## src/pkg/acls_pkg.sv

```systemverilog
// Package for the accumulator load/store datapath
package acls_pkg;
   localparam int ACLS_DW      = 32;
   localparam int ACLS_WW      = 16;
   localparam int ACLS_AW      = 16;
   localparam int ACLS_BAW     = 10;
   localparam int ACLS_CNTW    = 6;
   localparam int ACLS_DEPTH   = 8;
   localparam logic [ACLS_AW-1:0] ACLS_WMEM_WORDS = 16'h1000;
   localparam logic [ACLS_DW-1:0] ACLS_ACC_RST    = 32'h0000_0000;
   localparam logic [5:0]         ACLS_CNT_MAX    = 6'h20;

   typedef enum logic [3:0]
   {
      ACLS_OP_NOP     = 4'h0,
      ACLS_OP_WLD     = 4'h1,
      ACLS_OP_DWLD    = 4'h2,
      ACLS_OP_BFLD    = 4'h3,
      ACLS_OP_OALD    = 4'h4,
      ACLS_OP_WST     = 4'h5,
      ACLS_OP_DWST    = 4'h6,
      ACLS_OP_BFST    = 4'h7,
      ACLS_OP_POP     = 4'h8,
      ACLS_OP_WAND    = 4'h9,
      ACLS_OP_DWAND   = 4'hA
   } acls_op_e;

   typedef enum logic [1:0]
   {
      ACLS_SRC_MEM  = 2'h0,
      ACLS_SRC_PTR  = 2'h1,
      ACLS_SRC_IMM  = 2'h2
   } acls_src_e;
endpackage

```

## src/acls_core.sv

```systemverilog
// Accumulator, stack, loads, stores, pop, AND and status flags
//
// Our own choices: the plain strobed port and the placing of the registers.
`timescale 1ns/1ps
`default_nettype none

// Operation
// - Double-word load fills all 32 accumulator bits from two words or immediate
// - Double-word load accepts an eight-hex-digit immediate
// - Back-to-back loads push the first value onto the stack
// - Bit-field load copies 1 to 32 discrete bits into accumulator
// - Bit-field load zeroes accumulator bits above the count
// - Octal address load converts octal digits to binary
// - Word store writes accumulator low 16 bits
// - Double-word store writes 32 bits to two consecutive words
// - Bit-field store writes 1 to 32 accumulator bits to discrete memory
// - Pop moves top stack entry to accumulator, shifts stack up
// - Pop sets zero flag when the popped value is zero
// - Word AND combines low 16 bits with a memory word
// - AND updates zero flag from the result
// - Double-word AND combines 32 bits with two words or immediate
// - Double-word AND sets negative flag from result bit 31
// - Flags hold until the next operation updating them
// - Pointer operands of loads and stores out of word memory raise pointer range flag
// - Every load sets load-zero flag when the loaded value is zero
// - Stack holds eight entries; push when full drops the deepest
// - Accumulator clears at end of scan
// - Word load clears upper 16 bits
// - A store cancels the pending push
module acls_core
   import acls_pkg::*;
#(
   parameter int DEPTH = ACLS_DEPTH
)
(
   // Clock and reset
   input  wire logic                  clk,
   input  wire logic                  sys_rst,
   input  wire logic                  clk_en,
   // Sequencer
   input  wire acls_pkg::acls_op_e    op,
   input  wire logic                  op_valid,
   input  wire acls_pkg::acls_src_e   op_src,
   input  wire logic [acls_pkg::ACLS_AW-1:0]   op_addr,
   input  wire logic [acls_pkg::ACLS_DW-1:0]   op_imm,
   input  wire logic [acls_pkg::ACLS_CNTW-1:0] op_count,
   input  wire logic                  scan_end,
   output logic                       op_done,
   // Word memory
   output logic                       wmem_rd,
   output logic                       wmem_wr,
   output logic [acls_pkg::ACLS_AW-1:0]        wmem_addr,
   output logic [acls_pkg::ACLS_WW-1:0]        wmem_wdata,
   input  wire logic [acls_pkg::ACLS_WW-1:0]   wmem_rdata,
   // Discrete bit memory
   output logic                       bmem_rd,
   output logic                       bmem_wr,
   output logic [acls_pkg::ACLS_BAW-1:0]       bmem_addr,
   output logic                       bmem_wdata,
   input  wire logic                  bmem_rdata,
   // State and flags
   output logic [acls_pkg::ACLS_DW-1:0]        acc,
   output logic                       result_zero_flag,
   output logic                       result_negative_flag,
   output logic                       load_zero_flag,
   output logic                       pointer_range_error_flag
);
   import acls_pkg::*;

   typedef enum logic [2:0]
   {
      ACLS_S_IDLE  = 3'b000,
      ACLS_S_PTR   = 3'b001,
      ACLS_S_WRD0  = 3'b011,
      ACLS_S_WRD1  = 3'b010,
      ACLS_S_BIT   = 3'b110,
      ACLS_S_FIN   = 3'b111
   } acls_state_e;

   acls_state_e              state_r;
   acls_op_e                 op_r;
   acls_src_e                src_r;
   logic [ACLS_AW-1:0]       addr_r;
   logic [ACLS_DW-1:0]       opnd_r;
   logic [ACLS_CNTW-1:0]     cnt_r;
   logic [ACLS_CNTW-1:0]     idx_r;
   logic [ACLS_DW-1:0]       acc_r;
   logic [ACLS_DW-1:0]       stk_r [DEPTH];
   logic                     loaded_r;
   logic                     ptr_r;
   logic                     done_r;
   logic [ACLS_DW-1:0]       val_nxt;
   logic [ACLS_DW-1:0]       octal_val;
   logic [ACLS_DW-1:0]       field_mask;
   logic                     is_load;
   logic                     is_store;
   logic                     is_dw;
   logic                     is_bit;
   logic                     fin_go;

   wire go = clk_en && op_valid && state_r == ACLS_S_IDLE && op != ACLS_OP_NOP;

   assign is_load  = op_r inside {ACLS_OP_WLD, ACLS_OP_DWLD, ACLS_OP_BFLD, ACLS_OP_OALD};
   assign is_store = op_r inside {ACLS_OP_WST, ACLS_OP_DWST, ACLS_OP_BFST};
   assign is_dw    = op_r inside {ACLS_OP_DWLD, ACLS_OP_DWST, ACLS_OP_DWAND};
   assign is_bit   = op_r inside {ACLS_OP_BFLD, ACLS_OP_BFST};
   assign fin_go   = clk_en && state_r == ACLS_S_FIN;

   // Octal digits to binary, three bits per digit
   always_comb
   begin
      octal_val = '0;
      for (int d = 0; d < 4; d++)
      begin
         octal_val[3*d +: 3] = opnd_r[4*d +: 3];
      end
   end

   // Mask of the low cnt_r bits
   always_comb
   begin
      field_mask = '0;
      for (int b = 0; b < ACLS_DW; b++)
      begin
         field_mask[b] = (6'(b) < cnt_r);
      end
   end

   // Final value written to accumulator
   always_comb
   begin
      case (op_r)
         ACLS_OP_WLD:   val_nxt = {16'h0000, opnd_r[15:0]};
         ACLS_OP_DWLD:  val_nxt = opnd_r;
         ACLS_OP_BFLD:  val_nxt = opnd_r & field_mask;
         ACLS_OP_OALD:  val_nxt = octal_val;
         ACLS_OP_POP:   val_nxt = stk_r[0];
         ACLS_OP_WAND:  val_nxt = {16'h0000, acc_r[15:0] & opnd_r[15:0]};
         ACLS_OP_DWAND: val_nxt = acc_r & opnd_r;
         default:       val_nxt = acc_r;
      endcase
   end

   // Sequencer of one operation
   always_ff @(posedge clk)
   begin
      if (sys_rst)
      begin
         state_r <= ACLS_S_IDLE;
         op_r    <= ACLS_OP_NOP;
         src_r   <= ACLS_SRC_MEM;
         addr_r  <= '0;
         opnd_r  <= '0;
         cnt_r   <= '0;
         idx_r   <= '0;
         ptr_r   <= 1'b0;
      end
      else if (clk_en)
      begin
         case (state_r)
            ACLS_S_IDLE:
               if (go)
               begin
                  op_r   <= op;
                  src_r  <= op_src;
                  addr_r <= op_addr;
                  opnd_r <= op_imm;
                  cnt_r  <= (op_count == '0) ? 6'h01 :
                            (op_count > ACLS_CNT_MAX) ? ACLS_CNT_MAX : op_count;
                  idx_r  <= '0;
                  ptr_r  <= 1'b0;
                  if (op inside {ACLS_OP_BFLD, ACLS_OP_BFST})
                     state_r <= ACLS_S_BIT;
                  else if (op inside {ACLS_OP_OALD, ACLS_OP_POP})
                     state_r <= ACLS_S_FIN;
                  else if (op_src == ACLS_SRC_IMM && op inside
                           {ACLS_OP_WLD, ACLS_OP_DWLD, ACLS_OP_DWAND})
                     state_r <= ACLS_S_FIN;
                  else if (op_src == ACLS_SRC_PTR)
                     state_r <= ACLS_S_PTR;
                  else
                     state_r <= ACLS_S_WRD0;
               end
            ACLS_S_PTR:
            begin
               addr_r <= wmem_rdata;
               if (wmem_rdata >= ACLS_WMEM_WORDS ||
                   (is_dw && wmem_rdata == ACLS_WMEM_WORDS - 16'h0001))
               begin
                  ptr_r   <= 1'b1;
                  state_r <= ACLS_S_FIN;
               end
               else
                  state_r <= ACLS_S_WRD0;
            end
            ACLS_S_WRD0:
            begin
               opnd_r[15:0] <= wmem_rdata;
               state_r      <= is_dw ? ACLS_S_WRD1 : ACLS_S_FIN;
            end
            ACLS_S_WRD1:
            begin
               opnd_r[31:16] <= wmem_rdata;
               state_r       <= ACLS_S_FIN;
            end
            ACLS_S_BIT:
            begin
               opnd_r[idx_r[4:0]] <= bmem_rdata;
               idx_r <= idx_r + 6'h01;
               if (idx_r + 6'h01 == cnt_r)
                  state_r <= ACLS_S_FIN;
            end
            ACLS_S_FIN:
               state_r <= ACLS_S_IDLE;
            default:
               state_r <= ACLS_S_IDLE;
         endcase
      end
   end

   // Memory strobes; read data valid the cycle after the read
   always_comb
   begin
      wmem_rd    = 1'b0;
      wmem_wr    = 1'b0;
      wmem_addr  = addr_r;
      wmem_wdata = (state_r == ACLS_S_WRD1) ? acc_r[31:16] : acc_r[15:0];
      bmem_rd    = go && op == ACLS_OP_BFLD;
      bmem_wr    = 1'b0;
      bmem_addr  = go ? op_addr[ACLS_BAW-1:0] : addr_r[ACLS_BAW-1:0] + ACLS_BAW'(idx_r) +
                   ACLS_BAW'(op_r == ACLS_OP_BFLD);
      bmem_wdata = acc_r[idx_r[4:0]];
      case (state_r)
         ACLS_S_IDLE:
            if (go && !(op inside {ACLS_OP_BFLD, ACLS_OP_BFST,
                                   ACLS_OP_OALD, ACLS_OP_POP}))
            begin
               wmem_addr = op_addr;
               wmem_rd   = op_src == ACLS_SRC_PTR ||
                           (op_src == ACLS_SRC_MEM && !(op inside
                            {ACLS_OP_WST, ACLS_OP_DWST}));
            end
         ACLS_S_PTR:
            if (!(wmem_rdata >= ACLS_WMEM_WORDS ||
                  (is_dw && wmem_rdata == ACLS_WMEM_WORDS - 16'h0001)))
            begin
               wmem_addr = wmem_rdata;
               wmem_rd   = !is_store;
            end
         ACLS_S_WRD0:
            if (is_dw)
            begin
               wmem_addr = addr_r + 16'h0001;
               wmem_rd   = !is_store;
            end
         ACLS_S_WRD1:
         begin
            wmem_addr = addr_r + 16'h0001;
            wmem_wr   = clk_en && op_r == ACLS_OP_DWST;
         end
         ACLS_S_FIN:
            if (clk_en && is_store && !is_bit && !ptr_r)
            begin
               wmem_wr = 1'b1;
            end
         ACLS_S_BIT:
         begin
            bmem_rd = clk_en && op_r == ACLS_OP_BFLD;
            bmem_wr = clk_en && op_r == ACLS_OP_BFST;
         end
         default:
            wmem_rd = 1'b0;
      endcase
   end

   // Accumulator
   always_ff @(posedge clk)
   begin
      if (sys_rst)
         acc_r <= ACLS_ACC_RST;
      else if (clk_en)
      begin
         if (scan_end)
            acc_r <= ACLS_ACC_RST;
         else if (fin_go && !is_store && !ptr_r)
            acc_r <= val_nxt;
      end
   end

   // Pending push: a load arms it, a store cancels it
   always_ff @(posedge clk)
   begin
      if (sys_rst)
         loaded_r <= 1'b0;
      else if (clk_en)
      begin
         if (scan_end)
            loaded_r <= 1'b0;
         else if (fin_go && is_load && !ptr_r)
            loaded_r <= 1'b1;
         else if (fin_go && is_store)
            loaded_r <= 1'b0;
      end
   end

   // Stack: push on second load, pop shifts up
   for (genvar g = 0; g < DEPTH; g++)
   begin : g_stk
      always_ff @(posedge clk)
      begin
         if (sys_rst)
            stk_r[g] <= '0;
         else if (clk_en && fin_go && !ptr_r)
         begin
            if (is_load && loaded_r)
               stk_r[g] <= (g == 0) ? acc_r : stk_r[(g == 0) ? 0 : g-1];
            else if (op_r == ACLS_OP_POP)
               stk_r[g] <= (g == DEPTH-1) ? '0 : stk_r[(g == DEPTH-1) ? g : g+1];
         end
      end
   end

   // Status flags; each held until its own kind of update
   always_ff @(posedge clk)
   begin
      if (sys_rst)
      begin
         result_zero_flag         <= 1'b0;
         result_negative_flag     <= 1'b0;
         load_zero_flag           <= 1'b0;
         pointer_range_error_flag <= 1'b0;
      end
      else if (fin_go)
      begin
         if (!ptr_r && op_r inside {ACLS_OP_POP, ACLS_OP_WAND, ACLS_OP_DWAND})
            result_zero_flag <= val_nxt == '0;
         if (!ptr_r && op_r == ACLS_OP_DWAND)
            result_negative_flag <= val_nxt[31];
         if (is_load && !ptr_r)
            load_zero_flag <= val_nxt == '0;
         if (src_r == ACLS_SRC_PTR && (is_load || is_store))
            pointer_range_error_flag <= ptr_r;
      end
   end

   always_ff @(posedge clk)
   begin
      if (sys_rst)
         done_r <= 1'b0;
      else if (clk_en)
         done_r <= fin_go;
   end

   assign acc     = acc_r;
   assign op_done = done_r;

   // Assertions
   AST_ZERO_AND: assert property (@(posedge clk) disable iff (sys_rst)
      fin_go && op_r == ACLS_OP_WAND && !ptr_r && !scan_end |=> result_zero_flag == (acc_r == '0))
      else $error("zero flag wrong after AND");
   AST_NEG_DAND: assert property (@(posedge clk) disable iff (sys_rst)
      fin_go && op_r == ACLS_OP_DWAND && !ptr_r && !scan_end |=> result_negative_flag == acc_r[31])
      else $error("negative flag wrong");
   AST_WLD_UPPER: assert property (@(posedge clk) disable iff (sys_rst)
      fin_go && op_r == ACLS_OP_WLD && !ptr_r && !scan_end |=> acc_r[31:16] == 16'h0000)
      else $error("word load left upper bits");
   AST_SCAN_CLR: assert property (@(posedge clk) disable iff (sys_rst)
      clk_en && scan_end |=> acc_r == '0)
      else $error("accumulator not cleared at scan end");
   AST_PUSH: assert property (@(posedge clk) disable iff (sys_rst)
      fin_go && is_load && loaded_r && !ptr_r |=> stk_r[0] == $past(acc_r))
      else $error("first load not pushed");
   AST_POP: assert property (@(posedge clk) disable iff (sys_rst)
      fin_go && op_r == ACLS_OP_POP && !scan_end |=> acc_r == $past(stk_r[0]))
      else $error("pop value wrong");
   AST_LDZERO: assert property (@(posedge clk) disable iff (sys_rst)
      fin_go && is_load && !ptr_r && !scan_end |=> load_zero_flag == (acc_r == '0))
      else $error("load zero flag wrong");
   AST_STORE_CANCEL: assert property (@(posedge clk) disable iff (sys_rst)
      fin_go && is_store |=> !loaded_r)
      else $error("store did not cancel push");
   AST_BF_MASK: assert property (@(posedge clk) disable iff (sys_rst)
      fin_go && op_r == ACLS_OP_BFLD && !scan_end |=> (acc_r & ~$past(field_mask)) == '0)
      else $error("bit field upper bits not zero");
   AST_DWST_HI: assert property (@(posedge clk) disable iff (sys_rst)
      fin_go && $past(clk_en) && op_r == ACLS_OP_DWST && !ptr_r |->
         $past(wmem_wr) && $past(wmem_addr) == wmem_addr + 16'h0001 &&
         $past(wmem_wdata) == acc_r[31:16])
      else $error("double store high word missing");

   COV_DWLD:  cover property (@(posedge clk) fin_go && op_r == ACLS_OP_DWLD);
   COV_PUSH:  cover property (@(posedge clk) fin_go && is_load && loaded_r);
   COV_POP:   cover property (@(posedge clk) fin_go && op_r == ACLS_OP_POP);
   COV_PTRERR: cover property (@(posedge clk) fin_go && ptr_r);
endmodule

`default_nettype wire

```

## config.mk

```make
export PLATFORM = sky130hd
export DESIGN_NAME = acls_core
export DESIGN_NICKNAME = d
export VERILOG_FILES = /design/src/pkg/acls_pkg.sv /design/src/acls_core.sv
export SDC_FILE = /design/constraint.sdc
export NUM_CORES = 1
export LEC_CHECK = 0
export BUFFER_PORTS_ARGS = -buffer_cell sky130_fd_sc_hd__buf_4
export CORE_ASPECT_RATIO = 0.7
export CORE_MARGIN = 10
export CORE_UTILIZATION = 27
export CTS_BUF_LIST = sky130_fd_sc_hd__clkbuf_2
export DETAILED_ROUTE_END_ITERATION = 8
export PLACE_DENSITY = 0.45
export SLEW_MARGIN = 15
export SYNTH_ARGS = -nofsm -noshare
export SYNTH_HDL_FRONTEND = slang
export SYNTH_SLANG_ARGS = --single-unit
```

## constraint.sdc

```tcl
create_clock -name clk -period 15 [get_ports clk]
set_clock_uncertainty 0.05 [all_clocks]
set_input_delay 3 -clock clk [delete_from_list [all_inputs] [get_ports clk]]
set_output_delay 3 -clock clk [all_outputs]
set_load 0.01 [all_outputs]
```

Yosys cells after proc, flatten, opt, wreduce, memory -nomap -nowiden
Memory sizes are Yosys's and may differ from the RTL's.
Cells that the tools add are included.
{"block": "word_totals", "reg_bits": 108, "ramBits": 256, "inputBits": 82, "out_inout_bits": 84, "elab_cells": 251, "mem_count": 1}
{"name": "stk_r", "depth": 8, "word_bits": 32, "rd": 8, "rd_clocked_by_memory_dff": 0, "write_ports": 8, "line": "acls_core.sv:88", "rtl": "logic [ACLS_DW-1:0] stk_r [DEPTH];"}
{"block": "classes", "n_addsub": 4, "order_cmp": 36, "n_eq_ne": 32, "n_mux": 73, "n_bitwise": 19, "reduce_logical": 70}
{"op": "$mux W32", "n": 19}
{"op": "$pmux W32 S7", "n": 1}
{"op": "$lt A5 B6 Y1 const A", "n": 16}
{"op": "$pmux W16 S3", "n": 2}
{"op": "$mux W16", "n": 5}
{"op": "$and A32 B32 Y32", "n": 2}
{"op": "$pmux W16 S4", "n": 1}
{"op": "$lt A4 B6 Y1 const A", "n": 8}
{"op": "$bwmux W32", "n": 1}
{"op": "$eq A4 B3 Y1 const B", "n": 8}
{"op": "$logic_not A32 Y1", "n": 1}
{"op": "$pmux W16 S2", "n": 1}
{"op": "$logic_and A1 B1 Y1", "n": 28}
{"op": "$lt A3 B6 Y1 const A", "n": 4}
{"op": "$mux W1", "n": 24}
{"op": "$mux W3", "n": 7}
{"op": "$reduce_bool A3 Y1", "n": 7}
{"op": "$eq A4 B4 Y1 const B", "n": 5}
{"op": "$mux W6", "n": 3}
{"op": "$reduce_and A3 Y1", "n": 6}
{"op": "$add A16 B1 Y16 const B", "n": 1}
{"op": "$and A16 B16 Y16", "n": 1}
{"op": "$eq A16 B12 Y1 const B", "n": 1}
{"op": "$eq A4 B2 Y1 const B", "n": 4}
{"op": "35 further kinds", "n": 78}

Longest topological paths before layout
{"block": "depth", "ltp_word": 9, "depth_mapped": 14, "ltp_nobuf": 13}

Worst setup path before layout
OpenSTA, ideal clock, no wires.
{"block": "synth_timing", "path_kind": "input to register", "startpoint": "input port clk_en", "endpoint": "memory stk_r[0][0], enable pin", "t_arrival_ns": 9.345, "required_ns": 14.356, "slack_ns": 5.011, "path_stages": 9, "path_buffers": 4, "path_cell_list": "clkbuf_1 -> nand4_1 -> nand2b_1 -> nor3b_1 -> buf_2 -> clkbuf_1 -> buf_1 -> nor2_1 -> nand2_1"}
{"item": "from (decl)", "line": "acls_core.sv:39", "rtl": "input wire logic clk_en,"}
{"item": "to (decl)", "line": "acls_core.sv:88"}

Final worst setup path
{"block": "layout_timing", "startpoint": "input port wmem_rdata[15] (netlist bit)", "endpoint": "output port wmem_addr[6] (netlist bit)"}
{"block": "layout_via", "elab_chain_cells": 5, "word_cells_on_any_way": 6, "classes_between": "1 x order compare; 1 x eq/ne; 2 x mux; 2 x reduce/logical"}
{"item": "from (decl)", "line": "acls_core.sv:54", "rtl": "input wire logic [acls_pkg::ACLS_WW-1:0] wmem_rdata,"}
{"item": "parallel branches: the longest is 2 deep, another holds $ge A16 B13 Y1"}
{"item": "$logic_or A1 B1 Y1 (*)", "line": "acls_core.sv:244", "rtl": "if (!(wmem_rdata >= ACLS_WMEM_WORDS ||"}
{"item": "$mux W16 (*)", "line": "acls_core.sv:244"}
{"item": "$pmux W16 S4 (*)", "line": "acls_core.sv:233", "rtl": "case (state_r)"}
{"item": "to (decl)", "line": "acls_core.sv:52", "rtl": "output logic [acls_pkg::ACLS_AW-1:0] wmem_addr,"}
Mark *: on every way between the ends.

==> impl_metrics.yaml <==
power:
  p_leak_nw: 8.070
  vdd_drop_max_uv: 38.05
  total_power_mw: 2.259
  p_per_area_nw_per_um2: 101.2
drt:
  num_vias: 16480
  antenna_left: 0
  drt_iter0_drc: 1768
  totalWireLength_mm: 73.86
  route.detailed.drc: 0
  wl_per_cell_um: 24.49
  dr.pass1.iters: 6
  vias_per_cell: 5.464
grt:
  grt_start_max_net_pins: 225
  use_met1_pct: 26.11
  grt_pass1_vias: 15714
  antenna_found_initial: 5
  use_met3_pct: 4.437
  use_met2_pct: 23.55
  top_usage_layer: "met1"
  track_usage_pct: 17.09
  grt_pass1_wl_mm: 108.3
  grt-ovfl-total: 0
worst_setup_path:
  cp_top_family: "simple AND/OR/NAND/NOR gates"
  crit_path_end_kind: "output pin"
  crit_arrival_ns: 5.46
  path_cells: "buf_4 -> or4_1 -> a31o_2 -> a21o_1 -> or3_1 -> a21oi_1 -> a21oi_1 -> a221o_1 -> buf_4"
  cp_data_required_time_ns: 11.95
  crit_buf_inv: 2
  crit_type: "in2out"
  crit_path_max_incr_delay_ns: 0.58
  crit_slowest_cell: "or3_1"
  path_max_fanout: 15
  start_kind: "primary input"
place:
  numPortBuffers: 165
  gp_congestion: 0.9327
  dp_hpwl_mm: 51.40
  post_dp_cell_area_um2: 21410
logic_synthesis:
  yosysSeqAreaShare_pct: 51.16
  synth_xor_area_share_pct: 0.8644
  synthSimpleGateAreaFrac_pct: 13.13
  synth_most_common_cell: "edfxtp_1"
  synth_fa_ha_area_share_pct: 0.8579
  yosysTopAreaCell: "edfxtp_1"
  synth_area_per_cell_um2: 10.35
  synth.area.top_cells: "edfxtp_1 (40%), dfxtp_1 (11%), a22o_1 (10%)"
  synth_area_um2: 19250
  synth_fp_nets: 1954
  ys_seq_elements: 364
  synth_compound_area_share_pct: 25.66
  yosysUniqueCellTypes: 82
  synth-main-ff-cell: "edfxtp_1"
  synth_top_family_by_area: "compound AO/OA/AOI/OAI gates"
  synth_top_area_share_pct: 39.93
  async_flop_share_pct: 0
  synthCells: 1860
  synth_mux_area_share_pct: 4.224
  ys_warn_count: 0
  synth-edff-count: 256
  ys_top_cells_by_count: "edfxtp_1 (256), a22o_1 (227), nor2_1 (178)"
timing:
  finalHoldViolCount: 0
  max_slew.worst_pin.slew_ns: 1.298
  hold_ws_ns: 0.4180
  rsz0062_at_grt: "no"
  tns_ns: 0
  max_freq_ghz: 0.1176
  maxSlewViolCount: 0
  setup_viol: 0
  timing.final.crit_share_pct: 56.71
  max_slew_margin_pct: 13.49
  fin_crit_ns: 8.506
clock_tree:
  clock-sinks: 364
  cts-root-buf: "clkbuf_2"
  hold_buffers: 0
  clk_path_buf_depth: 3
  cts_buffers: 91
  post_cts_buffers: 0
  ctsResizeCount: 0
  h-tree-depth: 3
  cts_tree: "done"
  clock_latency_ns: 1.17
  clkSlewWorstSetupHoldPaths_ns: 0.09
worst_hold_path:
  hp-class: "reg2reg"
final_layout:
  fin_nets: 2079
  syn2layout_area_growth_pct: 15.91
  regArea_um2: 9852
  drive_gt1_share_pct: 20.17
  n_fill_cell: 7361
  multiInputGateArea_um2: 8701
  postLayoutCellArea_um2: 22320
floorplan:
  coreArea_um2: 70230
  die_x_um: 339.2
  dieArea_um2: 82550
  start_util_pct: 27.41
  boundaryPins: 166
  die_h_um: 243.4
  row_count: 81
run:
  max-cap-violations: 0
status:
  outcome: "finished, final reports clean"
## sequential cells by signal, indices dropped and copies added, names as in the netlist, 2 cells and up
signal / flops
state_r: 3
acc: 32
cnt_r: 6
op_r: 4
idx_r: 6
opnd_r: 32
addr_r: 16
stk_r: 256
src_r: 2
## cells by family after synthesis
logic type / after synthesis
multiplexers: 67
AND/OR/NAND/NOR: 515
adder cells (fa/ha/maj): 12
AO/OA/AOI/OAI: 680
buffers and inverters: 203
flip-flops: 364
XOR/XNOR: 19
## per-layer routing
metal | share of wire [%] | vias up
met5 | 0 | -
met4 | 1.3 | 0
met3 | 7.8 | 84
met2 | 41 | 644
met1 | 50 | 8264
li1 | - | 7488
## tightest hold or removal path, delay by kind of cell (launching register included)
family	cells	cell delay (ns)
DFF	1	0.32
and+or+nand+nor	1	0.05
AOI/OAI and AO/OA	1	0.05
## per-stage QoR
stage	setup WS, ns	utilization, %	std cells
floorplan	5.011	-	1860
CTS	6.530	31.74	3012
detailed placement	6.537	30.49	2846
global placement	6.551	30.49	2846
finish	6.494	31.77	3016
global route	6.375	31.77	3015
## worst paths after layout
check / from / to / slack, ns / cells past startpoint
max reg2reg: op_r[2] / load_zero_flag / 10.39 / 9
max: wmem_rdata[15] / wmem_addr[6] / 6.49 / 9
min: src_r[0] / src_r[0] / 0.42 / 2
min reg2reg: src_r[0] / src_r[0] / 0.42 / 2
## final cells by class
class | count | share of cell area (%)
clock buffers | 147 | 3.297
flip-flops and latches | 364 | 44.15
repair buffers | 203 | 6.997
clock inverters | 19 | 0.6336
inverters | 32 | 0.5383
well taps | 954 | 5.349
multi-input cells | 1293 | 38.99
diodes | 4 | 0.04486
## power breakdown
part           switching (mW)  total (mW)  internal (mW)
sequential             0.0559        1.17           1.12
combinational           0.228       0.350          0.122
clock                   0.444       0.736          0.292
## placed cells by master, fill, tap and decap left out, drive strengths merged, types with 7 or more instances in the layout
master / count
mux4: 10
clkbuf: 147
mux2i: 43
a21oi: 123
buf: 203
nand2b: 22
a21o: 9
o211ai: 25
nor2b: 17
a22o: 227
nand3: 27
and2: 37
nor3b: 9
a221oi: 8
xor2: 8
nand4: 14
o31ai: 7
a211oi: 46
nand2: 119
and3: 12
o21ai: 98
nor3: 25
a311oi: 7
ha: 10
a211o: 8
xnor2: 11
nor4: 8
clkinv: 18
dfxtp: 108
nand3b: 12
or3: 8
nor2: 178
edfxtp: 256
a31oi: 14
a22oi: 43
inv: 30
mux2: 14
o221ai: 8
Power figures use the tool's default switching activity.
